`src/ppm_pkg.sv`:
```
// Package of constants and types for the programmed power handshake.
package ppm_pkg;
   localparam int pstate_w = 2;
   localparam logic [1:0] pstate_d0 = 2'h0;
   localparam logic [1:0] pstate_d1 = 2'h1;
   localparam logic [1:0] pstate_d2 = 2'h2;
   localparam logic [1:0] pstate_d3hot = 2'h3;
   localparam logic [1:0] pstate_reset = 2'h0;
   typedef enum logic [2:0] {
      lk_detect, lk_l0, lk_l1, lk_notice, lk_ack_tx, lk_l23
   } link_state_t;
endpackage

```
`src/ppm_if.sv`:
```
// Interface joining the core end and the user logic end.
`timescale 1ns/1ps
interface ppm_if;
   logic [1:0] power_state;
   logic requester_request_ready;
   logic req_valid;
   logic req_last;
   logic turnoff_notice;
   logic turnoff_ack;
   logic interfaces_closed;
   modport core (
      output power_state, requester_request_ready, turnoff_notice,
      output interfaces_closed,
      input req_valid, req_last, turnoff_ack
   );
   modport user (
      input power_state, requester_request_ready, turnoff_notice,
      input interfaces_closed,
      output req_valid, req_last, turnoff_ack
   );
endinterface

```
`src/ppm_core.sv`:
```
// Core end of the programmed power handshake.
`timescale 1ns/1ps
module ppm_core
   import ppm_pkg::*;
(
   // Clock and reset.
   input wire logic i_clk,
   input wire logic i_rst,
   input wire logic i_ce,
   // Link side events.
   input wire logic i_train_done,
   input wire logic i_pstate_wr,
   input wire logic [1:0] i_pstate_val,
   input wire logic i_turnoff_msg,
   input wire logic i_l1_done,
   // Link side outputs.
   output logic o_l1_request,
   output logic o_l23_request,
   output logic o_turnoff_ack_msg,
   output logic o_layers_off,
   output logic o_link_up,
   // User side.
   ppm_if.core u
);
   link_state_t st_ff, nxt_st;
   logic [1:0] pst_ff, nxt_pst;
   logic busy_ff, nxt_busy;
   logic ack_msg_ff, nxt_ack_msg;
   logic ack_s_ff, nxt_ack_s;
   logic closed;

   always_comb begin
      nxt_st = st_ff;
      nxt_pst = pst_ff;
      nxt_busy = busy_ff;
      nxt_ack_msg = 1'b0;
      nxt_ack_s = u.turnoff_ack;
      // Power state only changes by an upstream write.
      if (i_pstate_wr && !closed) begin
         nxt_pst = i_pstate_val;
      end
      // Track a request packet in progress.
      if (u.req_valid && (u.requester_request_ready)) begin
         nxt_busy = !u.req_last;
      end
      unique case (st_ff)
         lk_detect: begin
            if (i_train_done) begin
               nxt_st = lk_l0;
            end
         end
         lk_l0: begin
            if (i_turnoff_msg) begin
               nxt_st = lk_notice;
            end else if (pst_ff != pstate_d0) begin
               nxt_st = lk_l1;
            end
         end
         lk_l1: begin
            if (i_turnoff_msg) begin
               nxt_st = lk_notice;
            end else if (pst_ff == pstate_d0) begin
               nxt_st = lk_l0;
            end
         end
         lk_notice: begin
            if (ack_s_ff) begin
               nxt_st = lk_ack_tx;
               nxt_ack_msg = 1'b1;
            end
         end
         lk_ack_tx: begin
            nxt_st = lk_l23;
         end
         lk_l23: begin
            nxt_st = lk_l23;
         end
         default: begin
            nxt_st = lk_detect;
         end
      endcase
   end

   always_ff @(posedge i_clk or posedge i_rst) begin
      if (i_rst) begin
         st_ff <= lk_detect;
         pst_ff <= pstate_reset;
         busy_ff <= 1'b0;
         ack_msg_ff <= 1'b0;
         ack_s_ff <= 1'b0;
      end else if (i_ce) begin
         st_ff <= nxt_st;
         pst_ff <= nxt_pst;
         busy_ff <= nxt_busy;
         ack_msg_ff <= nxt_ack_msg;
         ack_s_ff <= nxt_ack_s;
      end
   end

   assign closed = (st_ff == lk_ack_tx) || (st_ff == lk_l23);
   assign u.power_state = pst_ff;
   // Ready holds for a packet already started; new ones wait for D0.
   assign u.requester_request_ready = !closed && (st_ff != lk_detect) &&
      (busy_ff || (pst_ff == pstate_d0));
   assign u.turnoff_notice = (st_ff == lk_notice);
   assign u.interfaces_closed = closed;
   assign o_l1_request = (st_ff == lk_l1) && !i_l1_done;
   assign o_l23_request = (st_ff == lk_notice);
   assign o_turnoff_ack_msg = ack_msg_ff;
   assign o_layers_off = (st_ff == lk_l23);
   assign o_link_up = (st_ff == lk_l0) || (st_ff == lk_l1) ||
      (st_ff == lk_notice);
endmodule

```
`src/flat_wrapper.sv`:
```
// flat-port wrapper written by rule: the top's interface ports become plain ports
module ppm_core_flat import ppm_pkg::*;
  (i_clk, i_rst, i_ce, i_train_done, i_pstate_wr, i_pstate_val, i_turnoff_msg, i_l1_done, o_l1_request, o_l23_request, o_turnoff_ack_msg, o_layers_off, o_link_up, u_power_state, u_requester_request_ready, u_turnoff_notice, u_interfaces_closed, u_req_valid, u_req_last, u_turnoff_ack);
  ppm_if u_i ();
  input wire logic i_clk;
  input wire logic i_rst;
  input wire logic i_ce;
  input wire logic i_train_done;
  input wire logic i_pstate_wr;
  input wire logic [1:0] i_pstate_val;
  input wire logic i_turnoff_msg;
  input wire logic i_l1_done;
  output logic o_l1_request;
  output logic o_l23_request;
  output logic o_turnoff_ack_msg;
  output logic o_layers_off;
  output logic o_link_up;
  output wire logic [$bits(u_i.power_state)-1:0] u_power_state;
  output wire logic [$bits(u_i.requester_request_ready)-1:0] u_requester_request_ready;
  output wire logic [$bits(u_i.turnoff_notice)-1:0] u_turnoff_notice;
  output wire logic [$bits(u_i.interfaces_closed)-1:0] u_interfaces_closed;
  input wire logic [$bits(u_i.req_valid)-1:0] u_req_valid;
  input wire logic [$bits(u_i.req_last)-1:0] u_req_last;
  input wire logic [$bits(u_i.turnoff_ack)-1:0] u_turnoff_ack;
  assign u_power_state = u_i.power_state;
  assign u_requester_request_ready = u_i.requester_request_ready;
  assign u_turnoff_notice = u_i.turnoff_notice;
  assign u_interfaces_closed = u_i.interfaces_closed;
  assign u_i.req_valid = u_req_valid;
  assign u_i.req_last = u_req_last;
  assign u_i.turnoff_ack = u_turnoff_ack;
  ppm_core u_core (.i_clk(i_clk), .i_rst(i_rst), .i_ce(i_ce), .i_train_done(i_train_done), .i_pstate_wr(i_pstate_wr), .i_pstate_val(i_pstate_val), .i_turnoff_msg(i_turnoff_msg), .i_l1_done(i_l1_done), .o_l1_request(o_l1_request), .o_l23_request(o_l23_request), .o_turnoff_ack_msg(o_turnoff_ack_msg), .o_layers_off(o_layers_off), .o_link_up(o_link_up), .u(u_i));
endmodule
```
`config.mk`:
```
export PLATFORM = sky130hd
export DESIGN_NAME = ppm_core_flat
export DESIGN_NICKNAME = d
export VERILOG_FILES = /design/src/ppm_pkg.sv /design/src/ppm_if.sv /design/src/ppm_core.sv /design/src/flat_wrapper.sv
export SDC_FILE = /design/constraint.sdc
export NUM_CORES = 1
export LEC_CHECK = 0
export BUFFER_PORTS_ARGS = -buffer_cell sky130_fd_sc_hd__buf_2
export CORE_AREA = 3 3 40 42
export CTS_CLUSTER_DIAMETER = 40
export CTS_CLUSTER_SIZE = 25
export DETAILED_ROUTE_END_ITERATION = 10
export DIE_AREA = 0 0 43 45
export PLACE_DENSITY = 0.66
export REMOVE_ABC_BUFFERS = 1
export SETUP_SLACK_MARGIN = 0.3
export SLEW_MARGIN = 0
export SYNTH_ARGS = -nofsm -noshare
export SYNTH_HDL_FRONTEND = slang
export SYNTH_SLANG_ARGS = --single-unit
```
`constraint.sdc`:
```
create_clock -name i_clk -period 1.35 [get_ports i_clk]
set_input_delay 0.0675 -clock i_clk [delete_from_list [all_inputs] [get_ports i_clk]]
set_output_delay 0.0675 -clock i_clk [all_outputs]
set_load 0.05 [all_outputs]
```
==> impl_metrics.py, run 1 <==
metrics = {
    "status": {
        "outcome": "finished clean",
    },
    "grt": {
        "track_usage": 0.158,
        "grt_overflow_total": 0,
        "grt_first_pass_wirelength_um": 2320,
        "grt_max_degree": 13,
        "grt_pass1_vias": 531,
        "antenna_found_initial": 0,
    },
    "floorplan": {
        "dieWidth_um": 43,
        "die-area_um2": 1940,
        "io_pins": 22,
        "die_h_um": 45,
        "core-area_um2": 1280,
        "rows": 13,
        "start_util": 0.389,
    },
    "sta": {
        "whs_ns": 0.0543,
        "maxSlewHeadroom": 0.790,
        "final-setup-viol-count": 0,
        "final.min_clock_period_ns": 1.32,
        "fin_skew_ns": 0.00185,
        "max_freq_ghz": 0.756,
        "finalHoldViolations": 0,
        "maxSlewViolCount": 0,
        "worst_pin_slew_ns": 0.314,
        "finalCritPeriodShare": 0.980,
        "rsz0062_at_grt": "true",
    },
    "clock_network": {
        "path_clk_slew_ns": 0.05,
        "clock_path_buffers": 2,
        "cts_tree": "yes",
        "cts_made_buffers": 3,
        "h-tree-depth": 1,
        "root_buffer": "clkbuf_4",
        "clk_latency_ns": 0.25,
        "clock-sinks": 8,
    },
    "pwr": {
        "powerDensity_nw_per_um2": 2750,
        "p_leak_nw": 0.472,
        "peakVddDrop_mv": 1.77,
    },
    "final_layout": {
        "stdcell_count": 105,
        "area_growth_pct": 92.5,
        "layout-drive-gt1-share": 0.689,
        "layout.nets": 104,
        "antenna_cells": 0,
        "nFillCells": 89,
    },
    "critical_path": {
        "cp_max_fo": 6,
        "startpoint_type": "register",
        "path_class": "reg2out",
        "rr_startpoint": "u_core.u.power_state[0]",
        "rrSetupSlack_ns": 0.06,
        "r2r_end": "u_core.st_ff[1]",
        "crit_start": "u_core.st_ff[0]",
        "cp-end-kind": "output pin",
        "required_ns": 1.28,
        "reg2reg_depth": 3,
        "critical_path_arrival_ns": 1.26,
    },
    "synth": {
        "synth_top_area_share": 0.400,
        "syn_area_um2": 500,
        "synth-seq-cells": 8,
        "synth_flop_cell": "dfrtp_1",
        "synthArstFlopShare": 1.00,
        "ys_types": 31,
        "yosysWarnings": 0,
        "synth_area_leaders": "dfrtp_1 40%, mux2_2 6.7%, nand2_1 3.8%, nor2_1 3.8%, nor3_1 3.0%",
        "yosysMostFrequentCell": "dfrtp_1",
        "synth_edf_count": 0,
        "seq_area_frac_synth": 0.400,
        "synth_area_leader_cell": "dfrtp_1",
        "synthTopCellsByCount": "8 x dfrtp_1, 5 x nand2_1, 5 x nor2_1",
        "synth_area_per_cell_um2": 9.27,
        "postSynthCellCount": 54,
    },
    "placed_design": {
        "dp_cells": 91,
        "io_buffer_count": 21,
        "globalplace.congestion": 0.765,
        "post-dp-hpwl_um": 891,
    },
    "worst_hold_path": {
        "hold_path.startpoint": "i_pstate_val[0]",
        "hold_end": "u_core.u.power_state[0]",
        "hold_class": "in2reg",
        "hold_depth": 2,
    },
    "drt": {
        "num_vias": 543,
        "via_per_inst": 5.17,
        "wirelength_um": 1470,
        "initialDrtViolationCount": 5,
        "dr.pass1.iters": 4,
        "avgRoutedWirePerCell_um": 14.0,
        "drc": 0,
        "ant_nets": 0,
    },
    "job": {
        "maxCapViolCount": 0,
    },
}
kinds of logic (layout without fill, tap and decap cells):
kind of cell           Yosys count  in the layout  share of synthesized area
AND/OR/NAND/NOR                 24             24                      0.273
multiplexers                     3              3                     0.0675
AO/OA/AOI/OAI                   11             11                      0.173
buffers and inverters            8             44                     0.0875
flip-flops                       8              8                      0.400
worst max-delay path: stages, from the launching register on:
cell     delay [ns]
dfrtp_1        0.40
buf_6          0.15
nor2b_4        0.13
o22a_1         0.18
buf_6          0.15
area by class of cell:
type	instances	area (µm²)	area share
timing repair buffer	38	348	0.361
inverter	3	11.3	0.0117
multi-input combinational	38	363	0.377
clock buffer	3	22.5	0.0234
sequential	8	200	0.208
tap	15	18.8	0.0195
routing by layer:
metal | up-vias | track usage | routed length, µm
li1 | 265 | - | -
met1 | 260 | 0.209 | 627
met2 | 16 | 0.266 | 766
met3 | 2 | 0.0239 | 65
met4 | 0 | 0.0542 | 8
met5 | - | 0 | 0
cells in the final DEF (no fill, tap or decap), types with 2 or more instances in the layout:
cell	instances
and3b_2	2
buf_2	12
buf_4	6
buf_6	14
buf_8	5
clkbuf_4	3
dfrtp_1	8
inv_1	3
mux2_4	2
nand2_1	4
nor2_2	2
nor2_4	2
how the worst max path moves through the flow:
stage / slack (ns) / to
finish: 0.03 / u_requester_request_ready
floorplan: -0.37 / o_l1_request
global placement: 0.05 / u_core.st_ff[0]
CTS: 0.02 / o_l1_request
global route: -0.04 / u_requester_request_ready
detailed placement: 0.04 / u_core.st_ff[1]
what timing repair did:
action                                  4_1_cts  5_1_grt
hold endpoints to repair                      8        0
resized for setup                            42       18
pin swaps                                    12        7
hold buffers                                  1        0
buffers inserted                              5        5
endpoints found under the setup margin       14       16
state kept, by name (all words and copies together), names as in the netlist:
register	cells
u_core.ack_s_ff	1
u_core.busy_ff	1
u_core.u.power_state	2
u_core.o_turnoff_ack_msg	1
u_core.st_ff	3
report_power, final:
| part | total, mW | internal, mW | switching (mW) |
|---|---|---|---|
| sequential | 0.419 | 0.333 | 0.0860 |
| clock | 0.182 | 0.102 | 0.0799 |
| combinational | 2.05 | 0.998 | 1.05 |
| total | 2.65 | 1.43 | 1.21 |
per-stage QoR:
stage | utilization | setup TNS [ns] | worst slack [ns] | power [mW] | area (µm²)
final | 0.750 | 0 | 0.0273 | 2.65 | 963
after CTS | 0.670 | 0 | 0.0178 | 2.36 | 861
after floorplan | - | -1.84 | -0.373 | 1.26 | 468
after detailed placement | 0.496 | 0 | 0.0383 | 1.61 | 637
after global placement | 0.496 | 0 | 0.0520 | 1.60 | 637
after global routing | 0.750 | -0.0829 | -0.0359 | 2.79 | 963
Power figures use the tool's default switching activity.
==> inputs of run 2 (changes only) <==
CORE_AREA = 2 2 39 41   (was 3 3 40 42)
DIE_AREA = 0 0 41 43   (was 0 0 43 45)
==> run 2 against run 1 <==
Effect of this change: die area fell by 8.9%; largest cell class is now buffers; cell area rose by 6.5%; via count rose by 5.3%; fmax fell by 0.98%; utilization fell by 0.83 points; first-iteration DRC count fell by 40%; worst hold slack got worse by 0.0020 ns; sequential cell count did not move; global-route usage rose by 3.4 points; clock skew fell by 0.00068 ns.
==> impl_metrics.py, run 2 (synthesized netlist as in run 1, its figures left out) <==
metrics = {
    "status": {
        "outcome": "finished clean",
    },
    "sta": {
        "worst_slack_ns": 0.0143,
        "final.min_clock_period_ns": 1.34,
        "maxSlewHeadroom": 0.800,
        "maxSlewViolCount": 0,
        "worst_pin_slew_ns": 0.299,
        "setup_tns_ns": 0,
        "final-setup-viol-count": 0,
        "finalHoldViolations": 0,
        "fin_skew_ns": 0.00117,
        "max_freq_ghz": 0.749,
        "rsz0062_at_grt": "true",
        "finalCritPeriodShare": 0.989,
    },
    "floorplan": {
        "die_h_um": 43,
        "dieWidth_um": 41,
        "io_pins": 22,
        "start_util": 0.362,
        "rows": 14,
        "core-area_um2": 1380,
        "die-area_um2": 1760,
    },
    "drt": {
        "dr.pass1.iters": 2,
        "initialDrtViolationCount": 3,
        "avgRoutedWirePerCell_um": 14.4,
        "num_vias": 572,
        "wirelength_um": 1630,
        "via_per_inst": 5.06,
        "drc": 0,
        "ant_nets": 0,
    },
    "placed_design": {
        "io_buffer_count": 21,
        "pre_cts_ws_ns": 0.0179,
        "post-dp-hpwl_um": 849,
        "globalplace.congestion": 0.706,
    },
    "grt": {
        "antenna_found_initial": 0,
        "grt_pass1_vias": 534,
        "grt_overflow_total": 0,
        "track_usage": 0.192,
        "grt_max_degree": 13,
        "grt_first_pass_wirelength_um": 2280,
    },
    "critical_path": {
        "cp_slowest_stage_delay_ns": 0.43,
        "cpMaxStageDelayCell": "dfrtp_1",
        "startpoint_type": "register",
        "critical_path_arrival_ns": 1.27,
        "required_ns": 1.28,
        "reg2reg_depth": 5,
        "cp-end-kind": "output pin",
        "path_class": "reg2out",
        "cp_max_fo": 4,
        "cp_cell_sequence": "buf_6 > and3b_2 > buf_8",
    },
    "clock_network": {
        "root_buffer": "clkbuf_4",
        "cts_tree": "yes",
        "clk_latency_ns": 0.25,
        "clock_path_buffers": 2,
        "clock-sinks": 8,
        "h-tree-depth": 1,
        "cts_made_buffers": 3,
        "path_clk_slew_ns": 0.05,
    },
    "final_layout": {
        "layout-drive-gt1-share": 0.711,
        "area_growth_pct": 105,
        "top_register": "u_core.st_ff",
        "antenna_cells": 0,
        "utilization": 0.741,
        "layout.nets": 111,
        "final_common_cell": "buf_6",
        "largest_reg_flops": 3,
        "final_cell_mix": "15 x buf_6, 12 x buf_2, 11 x buf_4",
    },
    "worst_hold_path": {
        "hold_depth": 2,
        "hold_class": "in2reg",
    },
    "pwr": {
        "peakVddDrop_mv": 1.59,
        "powerDensity_nw_per_um2": 2810,
        "power_mw": 2.88,
        "p_leak_nw": 0.512,
    },
    "job": {
        "maxCapViolCount": 0,
    },
}
run 2: final cells by class:
class,instances,area [µm²]
sequential,8,200
clock buffer,3,22.5
inverter,3,11.3
tap,16,20.0
timing repair buffer,45,412
multi-input combinational,38,360
fill,85,358
run 2: timing repair:
| action | in CTS | in global routing |
|---|---|---|
| endpoints found under the setup margin | 15 | 16 |
| pin swaps | 12 | 7 |
| gates resized for setup | 50 | 12 |
| buffers inserted | 9 | 8 |
| hold endpoints to repair | 8 | 0 |
| hold buffers | 1 | 0 |
run 2: stage by stage:
stage | hold WS, ns | std cells | cell area [µm²]
detailed placement | 0.0277 | 92 | 638
CTS | 0.0435 | 105 | 916
global placement | 0.0228 | 92 | 638
global route | 0.0510 | 113 | 1030
finish | 0.0523 | 113 | 1030
floorplan | -0.117 | 49 | 468
run 2: final timing paths:
path,slack (ns),endpoint,startpoint
setup / recovery,0.01,o_l23_request,u_core.st_ff[2]
hold / removal,0.05,u_core.ack_s_ff,u_turnoff_ack
setup reg to reg,0.02,u_core.st_ff[0],u_core.st_ff[1]
hold reg to reg,0.51,u_core.o_turnoff_ack_msg,u_core.o_turnoff_ack_msg
max in group asynchronous,0.82,u_core.busy_ff,i_rst
min in group asynchronous,0.31,u_core.st_ff[0],i_rst
run 2: routing by layer:
layer,share of wire,up-vias,GRT usage,routed length [µm]
li1,-,280,-,-
met1,0.42,284,0.238,678
met2,0.56,8,0.322,913
met3,0.023,0,0.0157,37
met4,0,0,0.0800,0
met5,0,-,0,0
run 2: where the power goes:
group / internal (mW) / switching, mW / total [mW] / leakage (nW)
logic: 1.16 / 1.12 / 2.28 / 0.400
clock network: 0.101 / 0.0755 / 0.177 / 0.0138
registers: 0.333 / 0.0909 / 0.424 / 0.0984
total: 1.59 / 1.29 / 2.88 / 0.512
run 2: worst max-delay path: cells and delay by family, from the launching register on:
kind	cells	cell delay, ns
simple gates	1	0.28
buf+inv	2	0.30
flops	1	0.43
==> inputs of run 3 (changes only) <==
GPL_TIMING_DRIVEN = 0   (was default)
==> run 3 against run 2 <==
Effect of this change: the run now ends with negative setup slack left; utilization decreased by 16 points; clock skew is 0.0045 ns higher; total power down 25%; largest cell class is now multi-input combinational cells.
==> impl_metrics.py, run 3 (synthesized netlist as in run 1, its figures left out) <==
metrics = {
    "final_layout": {
        "layout.nets": 95,
        "area_growth_pct": 61.5,
        "top_register": "u_core.st_ff",
        "final_common_cell": "buf_2",
        "largest_reg_flops": 3,
        "layout-drive-gt1-share": 0.617,
        "utilization": 0.584,
        "final_cell_mix": "12 x buf_2, 7 x buf_6, 6 x buf_4",
        "antenna_cells": 0,
    },
    "placed_design": {
        "pre_cts_ws_ns": -0.109,
        "io_buffer_count": 21,
        "globalplace.congestion": 0.660,
        "post-dp-hpwl_um": 725,
    },
    "floorplan": {
        "dieWidth_um": 41,
        "rows": 14,
        "start_util": 0.362,
        "die_h_um": 43,
        "core-area_um2": 1380,
        "die-area_um2": 1760,
        "io_pins": 22,
    },
    "critical_path": {
        "cp_slowest_stage_delay_ns": 0.45,
        "cp-end-kind": "register",
        "cpMaxStageDelayCell": "or3b_2",
        "startpoint_type": "register",
        "cp_max_fo": 7,
        "critPathBufInv": 1,
        "cp_top_family": "simple AND/OR/NAND/NOR gates",
        "required_ns": 1.52,
        "cp_cell_sequence": "buf_4 > or3b_2 > o2bb2ai_2 > a211o_1",
        "path_class": "reg2reg",
        "critical_path_arrival_ns": 1.53,
    },
    "pwr": {
        "pwr-share-seq": 0.212,
        "switching_share": 0.486,
        "pwr-share-clk": 0.079,
        "p_int_mw": 1.12,
        "pwr-share-comb": 0.708,
        "peakVddDrop_mv": 1.27,
        "p_leak_nw": 0.397,
        "powerDensity_nw_per_um2": 2690,
        "p_switching_mw": 1.06,
    },
    "sta": {
        "worst_slack_ns": -0.00964,
        "rsz0062_at_grt": "true",
        "maxSlewHeadroom": 0.788,
        "final.min_clock_period_ns": 1.36,
        "final-setup-viol-count": 2,
        "finalCritPeriodShare": 1.01,
        "fin_skew_ns": 0.00569,
        "finalHoldViolations": 0,
        "max_freq_ghz": 0.735,
        "worst_pin_slew_ns": 0.314,
        "maxSlewViolCount": 0,
    },
    "clock_network": {
        "path_clk_slew_ns": 0.05,
        "clock_path_buffers": 2,
        "clk_latency_ns": 0.24,
        "clock-sinks": 8,
        "h-tree-depth": 1,
        "cts_made_buffers": 3,
        "cts_tree": "yes",
        "root_buffer": "clkbuf_4",
    },
    "drt": {
        "ant_nets": 0,
        "dr.pass1.iters": 4,
        "drc": 0,
        "initialDrtViolationCount": 6,
        "avgRoutedWirePerCell_um": 12.4,
        "via_per_inst": 5.08,
        "num_vias": 493,
        "wirelength_um": 1210,
    },
    "job": {
        "maxCapViolCount": 0,
    },
    "grt": {
        "grt_max_degree": 13,
        "met1_usage": 0.220,
        "grt_overflow_total": 0,
        "grt_busiest_layer": "met2",
        "globalRouteMet2Util": 0.225,
        "grt_pass1_vias": 452,
        "track_usage": 0.155,
        "antenna_found_initial": 0,
        "use_met3": 0.0157,
        "grt_first_pass_wirelength_um": 1880,
    },
    "status": {
        "outcome": "finished, violations left",
        "violations": "negative setup slack",
    },
    "worst_hold_path": {
        "hold_class": "in2reg",
    },
}
-- run 3: area by class of cell --
type                    instances  area (µm²)
multi-input cells              38         310
inverters                       3        11.3
well taps                      16        20.0
fillers                       118         576
repair buffers                 29         239
clock buffers                   3        22.5
flip-flops and latches          8         205
-- run 3: power groups by stage --
| stage | registers (mW) | clock network [mW] | logic, mW |
|---|---|---|---|
| final | 0.462 | 0.172 | 1.54 |
| after global routing | 0.484 | 0.198 | 1.62 |
| after CTS | 0.449 | 0.178 | 1.44 |
| after detailed placement | 0.497 | 0 | 0.984 |
| after global placement | 0.495 | 0 | 0.979 |
| after floorplan | 0.555 | 0 | 0.704 |
-- run 3: worst paths after layout --
kind / from / end / slack [ns] / depth (start not counted)
max: u_core.st_ff[0] / u_core.st_ff[0] / -0.01 / 4
min: i_pstate_val[1] / u_core.u.power_state[1] / 0.06 / 2
max reg2reg: u_core.st_ff[0] / u_core.st_ff[0] / -0.01 / 4
min reg2reg: u_core.o_turnoff_ack_msg / u_core.o_turnoff_ack_msg / 0.53 / 2
max in group asynchronous: i_rst / u_core.u.power_state[0] / 0.80 / 3
min in group asynchronous: i_rst / u_core.ack_s_ff / 0.30 / 3
-- run 3: through the flow --
stage / hold slack [ns] / power, mW / cell area, µm² / instances / setup TNS, ns
after global placement: 0.0235 / 1.47 / 593 / 86 / -0.183
final: 0.0624 / 2.17 / 808 / 97 / -0.0154
after CTS: 0.0563 / 2.07 / 769 / 96 / -0.00609
after floorplan: -0.117 / 1.26 / 468 / 49 / -1.84
after global routing: 0.0417 / 2.30 / 808 / 97 / -0.0942
after detailed placement: 0.0248 / 1.48 / 593 / 86 / -0.213
-- run 3: per-layer routing --
| metal | vias up | wire length [µm] |
|---|---|---|
| met5 | - | 0 |
| met4 | 0 | 0 |
| met3 | 0 | 45 |
| met2 | 12 | 640 |
| met1 | 234 | 521 |
| li1 | 247 | - |
-- run 3: what timing repair did --
action / 4_1_cts / 5_1_grt
hold buffers: 1 / 0
setup buffers: 6 / 1
hold endpoints to repair: 8 / 0
setup endpoints to repair: 13 / 16
gates cloned: 0 / 0
pin swaps: 6 / 1
gates resized for setup: 33 / 9
